--- config.mk ---
export PLATFORM = sky130hd
export DESIGN_NAME = arfc_host
export DESIGN_NICKNAME = d
export VERILOG_FILES = /design/src/arfc_pkg.sv /design/src/arfc_host.sv /design/src/arfc_skid.sv
export SDC_FILE = /design/constraint.sdc
export NUM_CORES = 1
export LEC_CHECK = 0
export BUFFER_PORTS_ARGS = -buffer_cell sky130_fd_sc_hd__buf_4
export CAP_MARGIN = 10
export CELL_PAD_IN_SITES_DETAIL_PLACEMENT = 1
export CELL_PAD_IN_SITES_GLOBAL_PLACEMENT = 1
export CORE_ASPECT_RATIO = 1.5
export CORE_UTILIZATION = 45
export CTS_CLUSTER_DIAMETER = 40
export DETAILED_ROUTE_END_ITERATION = 10
export HOLD_SLACK_MARGIN = 0.1
export PLACE_DENSITY_LB_ADDON = 0.1
export SKIP_CTS_REPAIR_TIMING = 1
export SLEW_MARGIN = 10
export SYNTH_ARGS = -nofsm -noshare
export SYNTH_HDL_FRONTEND = slang
export SYNTH_SLANG_ARGS = --single-unit
--- constraint.sdc ---
create_clock -name ref_clk -period 2.5 [get_ports ref_clk]
set_input_delay 0.25 -clock ref_clk [delete_from_list [all_inputs] [get_ports ref_clk]]
set_output_delay 0.25 -clock ref_clk [all_outputs]
set_load 0.01 [all_outputs]
--- src/arfc_pkg.sv ---
// package: constants for the host-side controller of the 512x9 strobe-driven fifo device
package arfc_pkg;
	localparam int          DATA_W      = 9;
	localparam int          DEPTH       = 512;
	localparam int          CLK_NS      = 20;
	// documented times in ns
	localparam int          RESET_CYCLE_NS      = 80;
	localparam int          RESET_SETUP_NS      = 45;
	localparam int          RESET_RECOVERY_NS   = 15;
	localparam int          WRITE_NONEMPTY_NS   = 60;
	localparam int          READ_PROTECT_NS     = 35;
	localparam int          NONEMPTY_READ_NS    = 10;
	localparam int          REPLAY_SETUP_NS     = 45;
	localparam int          REPLAY_RECOVERY_NS  = 15;
	localparam int          REPLAY_CYCLE_NS     = 80;
	localparam int          PULSE_NS            = 65;
	localparam int          STROBE_RECOVERY_NS  = 15;
	// least times round up to whole cycles, at least one
	localparam int          RESET_CYC   = (RESET_CYCLE_NS + CLK_NS - 1) / CLK_NS;
	localparam int          RSS_CYC     = (RESET_SETUP_NS + CLK_NS - 1) / CLK_NS;
	localparam int          RSR_CYC     = (RESET_RECOVERY_NS + CLK_NS - 1) / CLK_NS;
	localparam int          EFR_CYC     = (NONEMPTY_READ_NS + CLK_NS - 1) / CLK_NS;
	localparam int          RTS_CYC     = (REPLAY_SETUP_NS + CLK_NS - 1) / CLK_NS;
	localparam int          RTR_CYC     = (REPLAY_RECOVERY_NS + CLK_NS - 1) / CLK_NS;
	localparam int          RTC_CYC     = (REPLAY_CYCLE_NS + CLK_NS - 1) / CLK_NS;
	localparam int          PULSE_CYC   = (PULSE_NS + CLK_NS - 1) / CLK_NS;
	localparam int          REC_CYC     = (STROBE_RECOVERY_NS + CLK_NS - 1) / CLK_NS;
	localparam int          FLAG_CYC    = (WRITE_NONEMPTY_NS + CLK_NS - 1) / CLK_NS;
	localparam logic [3:0]  CNT_W_ZERO  = 4'h0;
	localparam logic [3:0]  PRE_RESET   = 4'(RSS_CYC > RESET_CYC ? RSS_CYC : RESET_CYC);
	localparam logic [3:0]  POST_RESET  = 4'(RSR_CYC + 1);
	localparam logic [3:0]  PULSE_LEN   = 4'(PULSE_CYC);
	localparam logic [3:0]  RECOVER_LEN = 4'(REC_CYC + EFR_CYC);
	localparam logic [3:0]  RT_PRE      = 4'(RTS_CYC);
	localparam logic [3:0]  RT_LOW      = 4'(PULSE_CYC);
	localparam logic [3:0]  RT_POST     = 4'(RTR_CYC + RTC_CYC);
	// flag delay plus the two synchroniser flops, so no decision sees a stale flag
	localparam logic [3:0]  SETTLE_LEN  = 4'(FLAG_CYC + 2);
	typedef enum logic [3:0] {
		ARFC_RESET_LOW, ARFC_RESET_REC, ARFC_IDLE, ARFC_WR_LOW, ARFC_RD_LOW,
		ARFC_RECOVER, ARFC_RT_PRE, ARFC_RT_LOW, ARFC_RT_POST
	} arfc_state_t;
endpackage

--- src/arfc_host.sv ---
// host controller that resets, writes, reads and replays the strobe-driven 512x9 fifo device
//
// Overview of operation
// - reads need empty flag high for 10 ns; earlier reads may be ignored.
// - host must reset the device after power-up before writing.
// - strobes high 45 ns before reset rises and 15 ns after.
// - flags are trusted only 80 ns after reset ends; the code raises dev_ready and the flag outputs 60 ns after reset_n rises.
// - read strobe high 45 ns before replay rises and 15 ns after.
// - flags trusted only after the replay cycle time.
// - replay only in single-device use, best below 512 writes per reset.
// - parallel devices share controls; flags may be read from any one.
`timescale 1ns/100ps
module arfc_host
	import arfc_pkg::*;
(
	input  wire logic                ref_clk,
	input  wire logic                rst_n,
	input  wire logic                wr_valid,
	output logic                     wr_ready,
	input  wire logic [DATA_W-1:0]   wr_data,
	input  wire logic                rd_req,
	output logic                     rd_valid,
	input  wire logic                rd_ready,
	output logic      [DATA_W-1:0]   rd_data,
	input  wire logic                replay_req,
	output logic                     replay_ack,
	output logic                     dev_ready,
	output logic                     dev_empty,
	output logic                     dev_full,
	output logic                     write_n,
	output logic                     read_n,
	output logic                     reset_n,
	output logic                     first_load_or_replay_n,
	output logic                     chain_in_n,
	output logic      [DATA_W-1:0]   din,
	input  wire logic [DATA_W-1:0]   qout,
	input  wire logic                empty_flag_n,
	input  wire logic                full_flag_n
);
	typedef struct packed {
		arfc_state_t             st;
		logic [3:0]              cnt;
		logic [3:0]              settle;
		logic                    ef_m;
		logic                    ef_s;
		logic                    ff_m;
		logic                    ff_s;
		logic [DATA_W-1:0]       q_m;
		logic [DATA_W-1:0]       q_s;
		logic                    wn;
		logic                    rn;
		logic                    rsn;
		logic                    rtn;
		logic [DATA_W-1:0]       dout;
		logic                    up;
		logic                    ack;
		logic                    pend_rt;
		logic                    cap_v;
		logic [DATA_W-1:0]       cap_d;
		logic                    wr_rdy;
		logic                    emp;
		logic                    ful;
	} arfc_host_t;

	arfc_host_t r_reg;
	arfc_host_t r_next;
	logic       buf_ready;

	always_comb
	begin
		r_next = r_reg;
		// pins come from another domain: two flops before use
		r_next.ef_m = empty_flag_n;
		r_next.ef_s = r_reg.ef_m;
		r_next.ff_m = full_flag_n;
		r_next.ff_s = r_reg.ff_m;
		r_next.q_m = qout;
		r_next.q_s = r_reg.q_m;
		r_next.ack = 1'b0;
		r_next.wr_rdy = 1'b0;
		if (replay_req)
			r_next.pend_rt = 1'b1;
		if (buf_ready)
			r_next.cap_v = 1'b0;
		if (r_reg.settle != CNT_W_ZERO)
			r_next.settle = r_reg.settle - 4'h1;
		if (r_reg.cnt != CNT_W_ZERO)
			r_next.cnt = r_reg.cnt - 4'h1;
		case (r_reg.st)
			ARFC_RESET_LOW:
			begin
				r_next.rsn = 1'b0;
				r_next.wn = 1'b1;
				r_next.rn = 1'b1;
				r_next.rtn = 1'b1;
				if (r_reg.cnt == CNT_W_ZERO)
				begin
					r_next.rsn = 1'b1;
					r_next.cnt = POST_RESET;
					r_next.st = ARFC_RESET_REC;
				end
			end
			ARFC_RESET_REC:
			begin
				// strobes held high and flags ignored until valid
				if (r_reg.cnt == CNT_W_ZERO)
				begin
					r_next.up = 1'b1;
					r_next.settle = SETTLE_LEN;
					r_next.st = ARFC_IDLE;
				end
			end
			ARFC_IDLE:
			begin
				if (r_reg.settle == CNT_W_ZERO && r_reg.pend_rt)
				begin
					r_next.pend_rt = replay_req; // a request in the serving cycle is kept
					r_next.cnt = RT_PRE;
					r_next.st = ARFC_RT_PRE;
				end
				// flag seen high after its settle delay, so reads avoid the protect window
				else if (r_reg.settle == CNT_W_ZERO && rd_req && r_reg.ef_s && !r_reg.cap_v)
				begin
					r_next.rn = 1'b0;
					r_next.cnt = PULSE_LEN;
					r_next.st = ARFC_RD_LOW;
				end
				else if (r_reg.settle == CNT_W_ZERO && wr_valid && r_reg.ff_s)
				begin
					r_next.dout = wr_data;
					r_next.wn = 1'b0;
					r_next.wr_rdy = 1'b1;
					r_next.cnt = PULSE_LEN;
					r_next.st = ARFC_WR_LOW;
				end
			end
			ARFC_WR_LOW:
			begin
				if (r_reg.cnt == CNT_W_ZERO)
				begin
					r_next.wn = 1'b1;
					r_next.cnt = RECOVER_LEN;
					r_next.settle = SETTLE_LEN;
					r_next.st = ARFC_RECOVER;
				end
			end
			ARFC_RD_LOW:
			begin
				if (r_reg.cnt == CNT_W_ZERO)
				begin
					// word sampled while strobe still low, before outputs float
					r_next.cap_v = 1'b1;
					r_next.cap_d = r_reg.q_s;
					r_next.rn = 1'b1;
					r_next.cnt = RECOVER_LEN;
					r_next.settle = SETTLE_LEN;
					r_next.st = ARFC_RECOVER;
				end
			end
			ARFC_RECOVER:
			begin
				if (r_reg.cnt == CNT_W_ZERO)
					r_next.st = ARFC_IDLE;
			end
			ARFC_RT_PRE:
			begin
				// read strobe already high this long before the replay pulse
				if (r_reg.cnt == CNT_W_ZERO)
				begin
					r_next.rtn = 1'b0;
					r_next.cnt = RT_LOW;
					r_next.st = ARFC_RT_LOW;
				end
			end
			ARFC_RT_LOW:
			begin
				if (r_reg.cnt == CNT_W_ZERO)
				begin
					r_next.rtn = 1'b1;
					r_next.cnt = RT_POST;
					r_next.st = ARFC_RT_POST;
				end
			end
			ARFC_RT_POST:
			begin
				if (r_reg.cnt == CNT_W_ZERO)
				begin
					r_next.ack = 1'b1;
					r_next.settle = SETTLE_LEN;
					r_next.st = ARFC_IDLE;
				end
			end
			default:
			begin
				r_next.st = ARFC_RESET_LOW;
				r_next.cnt = PRE_RESET;
			end
		endcase
		// flags registered from the synchronised copies so the ports come from flops
		r_next.emp = r_next.up & ~r_next.ef_s;
		r_next.ful = r_next.up & ~r_next.ff_s;
	end

	always_ff @(posedge ref_clk or negedge rst_n)
	begin
		if (!rst_n)
		begin
			r_reg <= '0;
			r_reg.st <= ARFC_RESET_LOW;
			r_reg.cnt <= PRE_RESET;
			r_reg.wn <= 1'b1;
			r_reg.rn <= 1'b1;
			r_reg.rtn <= 1'b1;
		end
		else
			r_reg <= r_next;
	end

	// word buffered so a stalled consumer loses nothing; reads wait while cap_v holds a word the full buffer has not taken
	arfc_skid u_skid (
		.ref_clk   (ref_clk),
		.rst_n     (rst_n),
		.in_valid  (r_reg.cap_v),
		.in_ready  (buf_ready),
		.in_data   (r_reg.cap_d),
		.out_valid (rd_valid),
		.out_ready (rd_ready),
		.out_data  (rd_data)
	);

	assign wr_ready = r_reg.wr_rdy;
	assign replay_ack = r_reg.ack;
	assign dev_ready = r_reg.up;
	// flags of one device stand for all devices in a parallel group
	assign dev_empty = r_reg.emp;
	assign dev_full = r_reg.ful;
	assign write_n = r_reg.wn;
	assign read_n = r_reg.rn;
	assign reset_n = r_reg.rsn;
	assign first_load_or_replay_n = r_reg.rtn;
	assign chain_in_n = 1'b0;
	assign din = r_reg.dout;
endmodule

--- src/arfc_skid.sv ---
// two-entry valid/ready buffer carrying read words to the user
`timescale 1ns/100ps
module arfc_skid
	import arfc_pkg::*;
(
	input  wire logic                ref_clk,
	input  wire logic                rst_n,
	input  wire logic                in_valid,
	output logic                     in_ready,
	input  wire logic [DATA_W-1:0]   in_data,
	output logic                     out_valid,
	input  wire logic                out_ready,
	output logic      [DATA_W-1:0]   out_data
);
	typedef struct packed {
		logic [1:0]              cnt;
		logic [DATA_W-1:0]       d0;
		logic [DATA_W-1:0]       d1;
		logic                    vld;
	} arfc_skid_t;
	arfc_skid_t s_reg;
	arfc_skid_t s_next;
	logic       push;
	logic       pop;

	always_comb
	begin
		s_next = s_reg;
		push = in_valid && (s_reg.cnt != 2'h2);
		pop = (s_reg.cnt != 2'h0) && out_ready;
		if (pop)
		begin
			s_next.d0 = s_reg.d1;
		end
		if (push)
		begin
			if (s_reg.cnt == 2'h0 || (s_reg.cnt == 2'h1 && pop))
				s_next.d0 = in_data;
			else
				s_next.d1 = in_data;
		end
		s_next.cnt = s_reg.cnt + {1'b0, push} - {1'b0, pop};
		s_next.vld = (s_next.cnt != 2'h0);
	end

	always_ff @(posedge ref_clk or negedge rst_n)
	begin
		if (!rst_n)
			s_reg <= '0;
		else
			s_reg <= s_next;
	end

	// ready comes from state, not from out_ready, so no combinational path crosses the buffer
	assign in_ready = (s_reg.cnt != 2'h2);
	assign out_valid = s_reg.vld;
	assign out_data = s_reg.d0;
endmodule

Yosys cells after proc, flatten, opt, wreduce, memory -nomap -nowiden
Index checks and enable logic that the tools add are counted.
Word-level totals
  input port bits: 26
  flip-flop bits (word level): 84
Cells by class
  equal/unequal tests: 22
  $add $sub $neg: 4
  mux-type cells: 41
  bitwise gates (word level): 7
  reductions and logical operators: 32
Operators by type and width (number)
  two-way mux 8 bit: 6
  one-hot mux 4 bit (6 select lines): 2
  two-way mux 9 bit: 3
  two-way mux 10 bit: 2
  inequality test 2 bit, second input constant: 10
  two-way mux 18 bit: 1
  two-way mux 1 bit: 17
  equality test 4 x 3 -> 1 bit, second input constant: 4
  two-way mux 4 bit: 4
  logical NOT 4 bit: 3
  two-way mux 12 bit: 1
  logical AND 1 bit: 9
  one-hot mux 1 bit (3 select lines): 3
  nonzero test 3 bit: 3
  equality test 4 x 2 -> 1 bit, second input constant: 2
  one-hot mux 4 bit (2 select lines): 1
  AND reduction 4 bit: 2
  nonzero test 4 bit: 2
  subtractor 4 x 1 -> 4 bit, second input constant: 2
  AND reduction 6 bit: 1
  inverter 1 bit: 5
  AND reduction 5 bit: 1
  equality test 4 x 1 -> 1 bit, second input constant: 1
  equality test 4 bit, second input constant: 1
  other kinds (15): 20

Logic depth before layout (Yosys ltp)
  depth after elaboration: 7
  mapped depth: 10

By module
From an unflattened synthesis, not the netlist that was laid out.
Second synthesis, totals
  cells, all modules: 290
  area, all modules: 3721.1 um2
Modules (own cells, without submodules)
  arfc_host: area an instance 2698.8 um2, cells each 216, times used 1
  arfc_skid: area an instance 1022.2 um2, cells each 74, times used 1

Worst setup path before layout
Ideal clock, no wire load.
  kind: flip-flop to flip-flop
  start point: register u_skid.s_reg[20] in the netlist's numbering
  end point: register u_skid.s_reg (netlist bit u_skid.out_valid)
  setup time: 127 ps
  arrival time: 2095 ps
  period minus slack after synthesis: 2223 ps
  required time: 2373 ps
  slack: 277 ps
  cell stages (with the launch flop): 10
  buffers on the path: 1
  path through: dfrtp_1 > o21ai_0 > buf_1 > inv_1 > ha_1 > inv_1 > ha_1 > xnor2_1 > xnor2_1 > or2_2
RTL lines
  start: declaration: RTL line arfc_skid.sv:21  | arfc_skid_t s_reg;
  start signal: assignment: RTL line arfc_skid.sv:51  | s_reg <= s_next;

==> reports/results.ini <==
[synth]
synth_cell_types = 58
syn_area_per_cell_um2 = 12.2
ys_ff_latch = 84
netlist_instances = 299
synth_edf_count = 0
yosysWarnings = 0
async_flop_share = 1.00
syn-num-nets = 332
syn_area_um2 = 3660
yosysSeqAreaShare = 0.576
ys.flop_type = dfrtp_1

[clock_tree]
clockBufferDepth = 2
clk_latency_ps = 340
clk_pin_slew_ps = 60
cts_root_buf = clkbuf_16
clock-sinks = 84
numCtsBuffers = 9
htree_levels = 3
tritoncts = yes

[grt]
grt_max_degree = 85
track_usage = 0.215
gr-total-overflow = 0
antenna_found_initial = 0
grt_pass1_wl_um = 13100
grt_pass1_vias = 2608

[sta]
finClkSkew_ps = 3.72
worst_pin_slew_ps = 538
slew_viol_final = 0
min_period_ps = 2140
finalSetupTns_ps = 0
rsz0062_at_grt = no
timing.final.ws_setup_ps = 359
finalSetupViolCount = 0
fin_crit_sh = 0.856
slew_headroom = 0.641
hold_ws_ps = 139
max_freq_mhz = 467
hold_viol = 0

[place]
port_buffers = 53
hpwlAfterDp_um = 5490
placed_area_um2 = 4080
routabilityCongestion = 0.841
post-place-ws_ps = 381

[finish]
diodes = 0
layout.nets = 389
multi_input_area_um2 = 1330
mostFrequentLayoutCells = 80 x dfrtp_1, 60 x buf_4, 29 x mux2_2
final_util = 0.586
largest_reg_flops = 34
area_delta_synth_final_pct = 24.2
final_common_cell = dfrtp_1
fillers = 795
drive_above_1_share = 0.330
final_area_um2 = 4540
seq_area_um2 = 2110

[die]
design.core.area_um2 = 7760
rows = 39
io-pin-count = 55
fp.dieArea_um2 = 8510
die_h_um = 112
die_x_um = 75.6
start_util = 0.472

[pwr]
seq_power_share = 0.391
p_comb_frac = 0.299
p_leak_nw = 2.19
p_sw_frac = 0.314
clock_power_share = 0.310
p_per_area_nw_per_um2 = 1050
vdd_drop_max_v = 0.000608
internal_power_w = 0.00328
switchingPower_w = 0.00151

[critical_path]
critical_path_required_ps = 2730
path_class = reg2reg
r2r_start = r_reg[61]$_DFFE_PN0P_
worstReg2RegEnd = r_reg[56]$_DFF_PN0_
reg2reg_slack_ps = 360
path_max_fanout = 15
r2r_cells = 4
crit_path_end_kind = flop
worstSetupStartpointType = flop
critPathArrivalTime_ps = 2370

[worst_hold_path]
min_delay_worst_endpoint = din[8]$_DFFE_PN0P_
min-delay-start = wr_data[8]
hold_class = in2reg
holdPathStages = 2

[drt]
wirelength_um = 8120
ant_nets = 0
drc = 0
first_pass_iters = 4
num_vias = 2450
drt-vias-per-instance = 5.29
drtIter0Drc = 105
wl_per_cell_um = 17.5

[status]
status = completed

[flow_run]
cap_violations = 0

-- metrics by stage --
stage	std cells	power (W)
global placement	434	0.00323
CTS	450	0.00483
finish	463	0.00479
floorplan	299	0.00284
global route	463	0.00506
detailed placement	434	0.00330
-- power groups by stage --
stage	Clock, W	Combinational (W)	Sequential (W)
2_1_floorplan	0	0.00103	0.00182
3_3_place_gp	0	0.00136	0.00187
3_5_place_dp	0	0.00141	0.00189
4_1_cts	0.00152	0.00143	0.00187
5_1_grt	0.00158	0.00158	0.00191
6_report	0.00149	0.00143	0.00187
-- worst max path at each step --
stage                                     startpoint                         end  slack (ps)  depth (start not counted)
after floorplan           u_skid.s_reg[20]$_DFF_PN0_  u_skid.out_valid$_DFF_PN0_         280                          9
after global placement         r_reg[61]$_DFFE_PN0P_         r_reg[56]$_DFF_PN0_         400                          4
after detailed placement       r_reg[61]$_DFFE_PN0P_         r_reg[56]$_DFF_PN0_         380                          4
after CTS                      r_reg[61]$_DFFE_PN0P_         r_reg[56]$_DFF_PN0_         370                          4
after global routing           r_reg[61]$_DFFE_PN0P_         r_reg[56]$_DFF_PN0_         270                          4
final                          r_reg[61]$_DFFE_PN0P_         r_reg[56]$_DFF_PN0_         360                          4
-- logic make-up (layout without fill, tap and decap cells) --
logic type	Yosys count	count (layout)	share of synthesized area
adder cells (fa/ha/maj)	7	7	0.0239
AO/OA/AOI/OAI	58	58	0.104
flip-flops	84	84	0.576
multiplexers	38	38	0.114
other	1	1	0.00102
buffers and inverters	41	103	0.0629
XOR/XNOR	6	6	0.0144
AND/OR/NAND/NOR	64	64	0.104
-- routing by layer --
metal | vias up | global-route usage | part of all wire
met5 | - | 0 | 0
met4 | 0 | 0.0938 | 0.027
met3 | 17 | 0.0673 | 0.030
met2 | 43 | 0.364 | 0.56
met1 | 1252 | 0.242 | 0.38
li1 | 1138 | - | -
-- final cells by class --
type	count	area share
Sequential cell	84	0.464
Timing Repair Buffer	74	0.132
Multi-Input combinational cell	174	0.292
Inverter	13	0.0107
Clock buffer	11	0.0512
Tap cell	102	0.0281
Clock inverter	5	0.0220
-- critical path, cell delays in order (launching register included) --
cell      delay, ps
dfrtp_1         550
or4b_1          750
o221ai_1        350
nor2_1          100
o311ai_1        270
-- cells in the mapped netlist, types with 2 or more instances --
library cell	instances	area share
a21oi_1	7	0.0096
a21o_1	2	0.0041
o221ai_1	3	0.0072
or2b_1	2	0.0041
xnor2_1	5	0.012
nor2_1	13	0.013
inv_1	13	0.013
o22ai_1	2	0.0034
buf_1	2	0.0021
o211ai_1	2	0.0041
dfrtp_1	80	0.55
or2_2	2	0.0034
a211oi_1	4	0.0082
nor3_1	4	0.0055
nand2b_1	5	0.0085
clkbuf_1	5	0.0051
mux2i_1	9	0.025
ha_1	7	0.024
o21ai_0	21	0.029
buf_4	20	0.041
nand2_1	18	0.018
mux2_2	29	0.089
or3_1	2	0.0034
nor3b_2	2	0.0068
dfstp_2	4	0.029
o21a_1	2	0.0041
nand3b_1	3	0.0062
No activity file was read; power rests on OpenSTA's default activity.
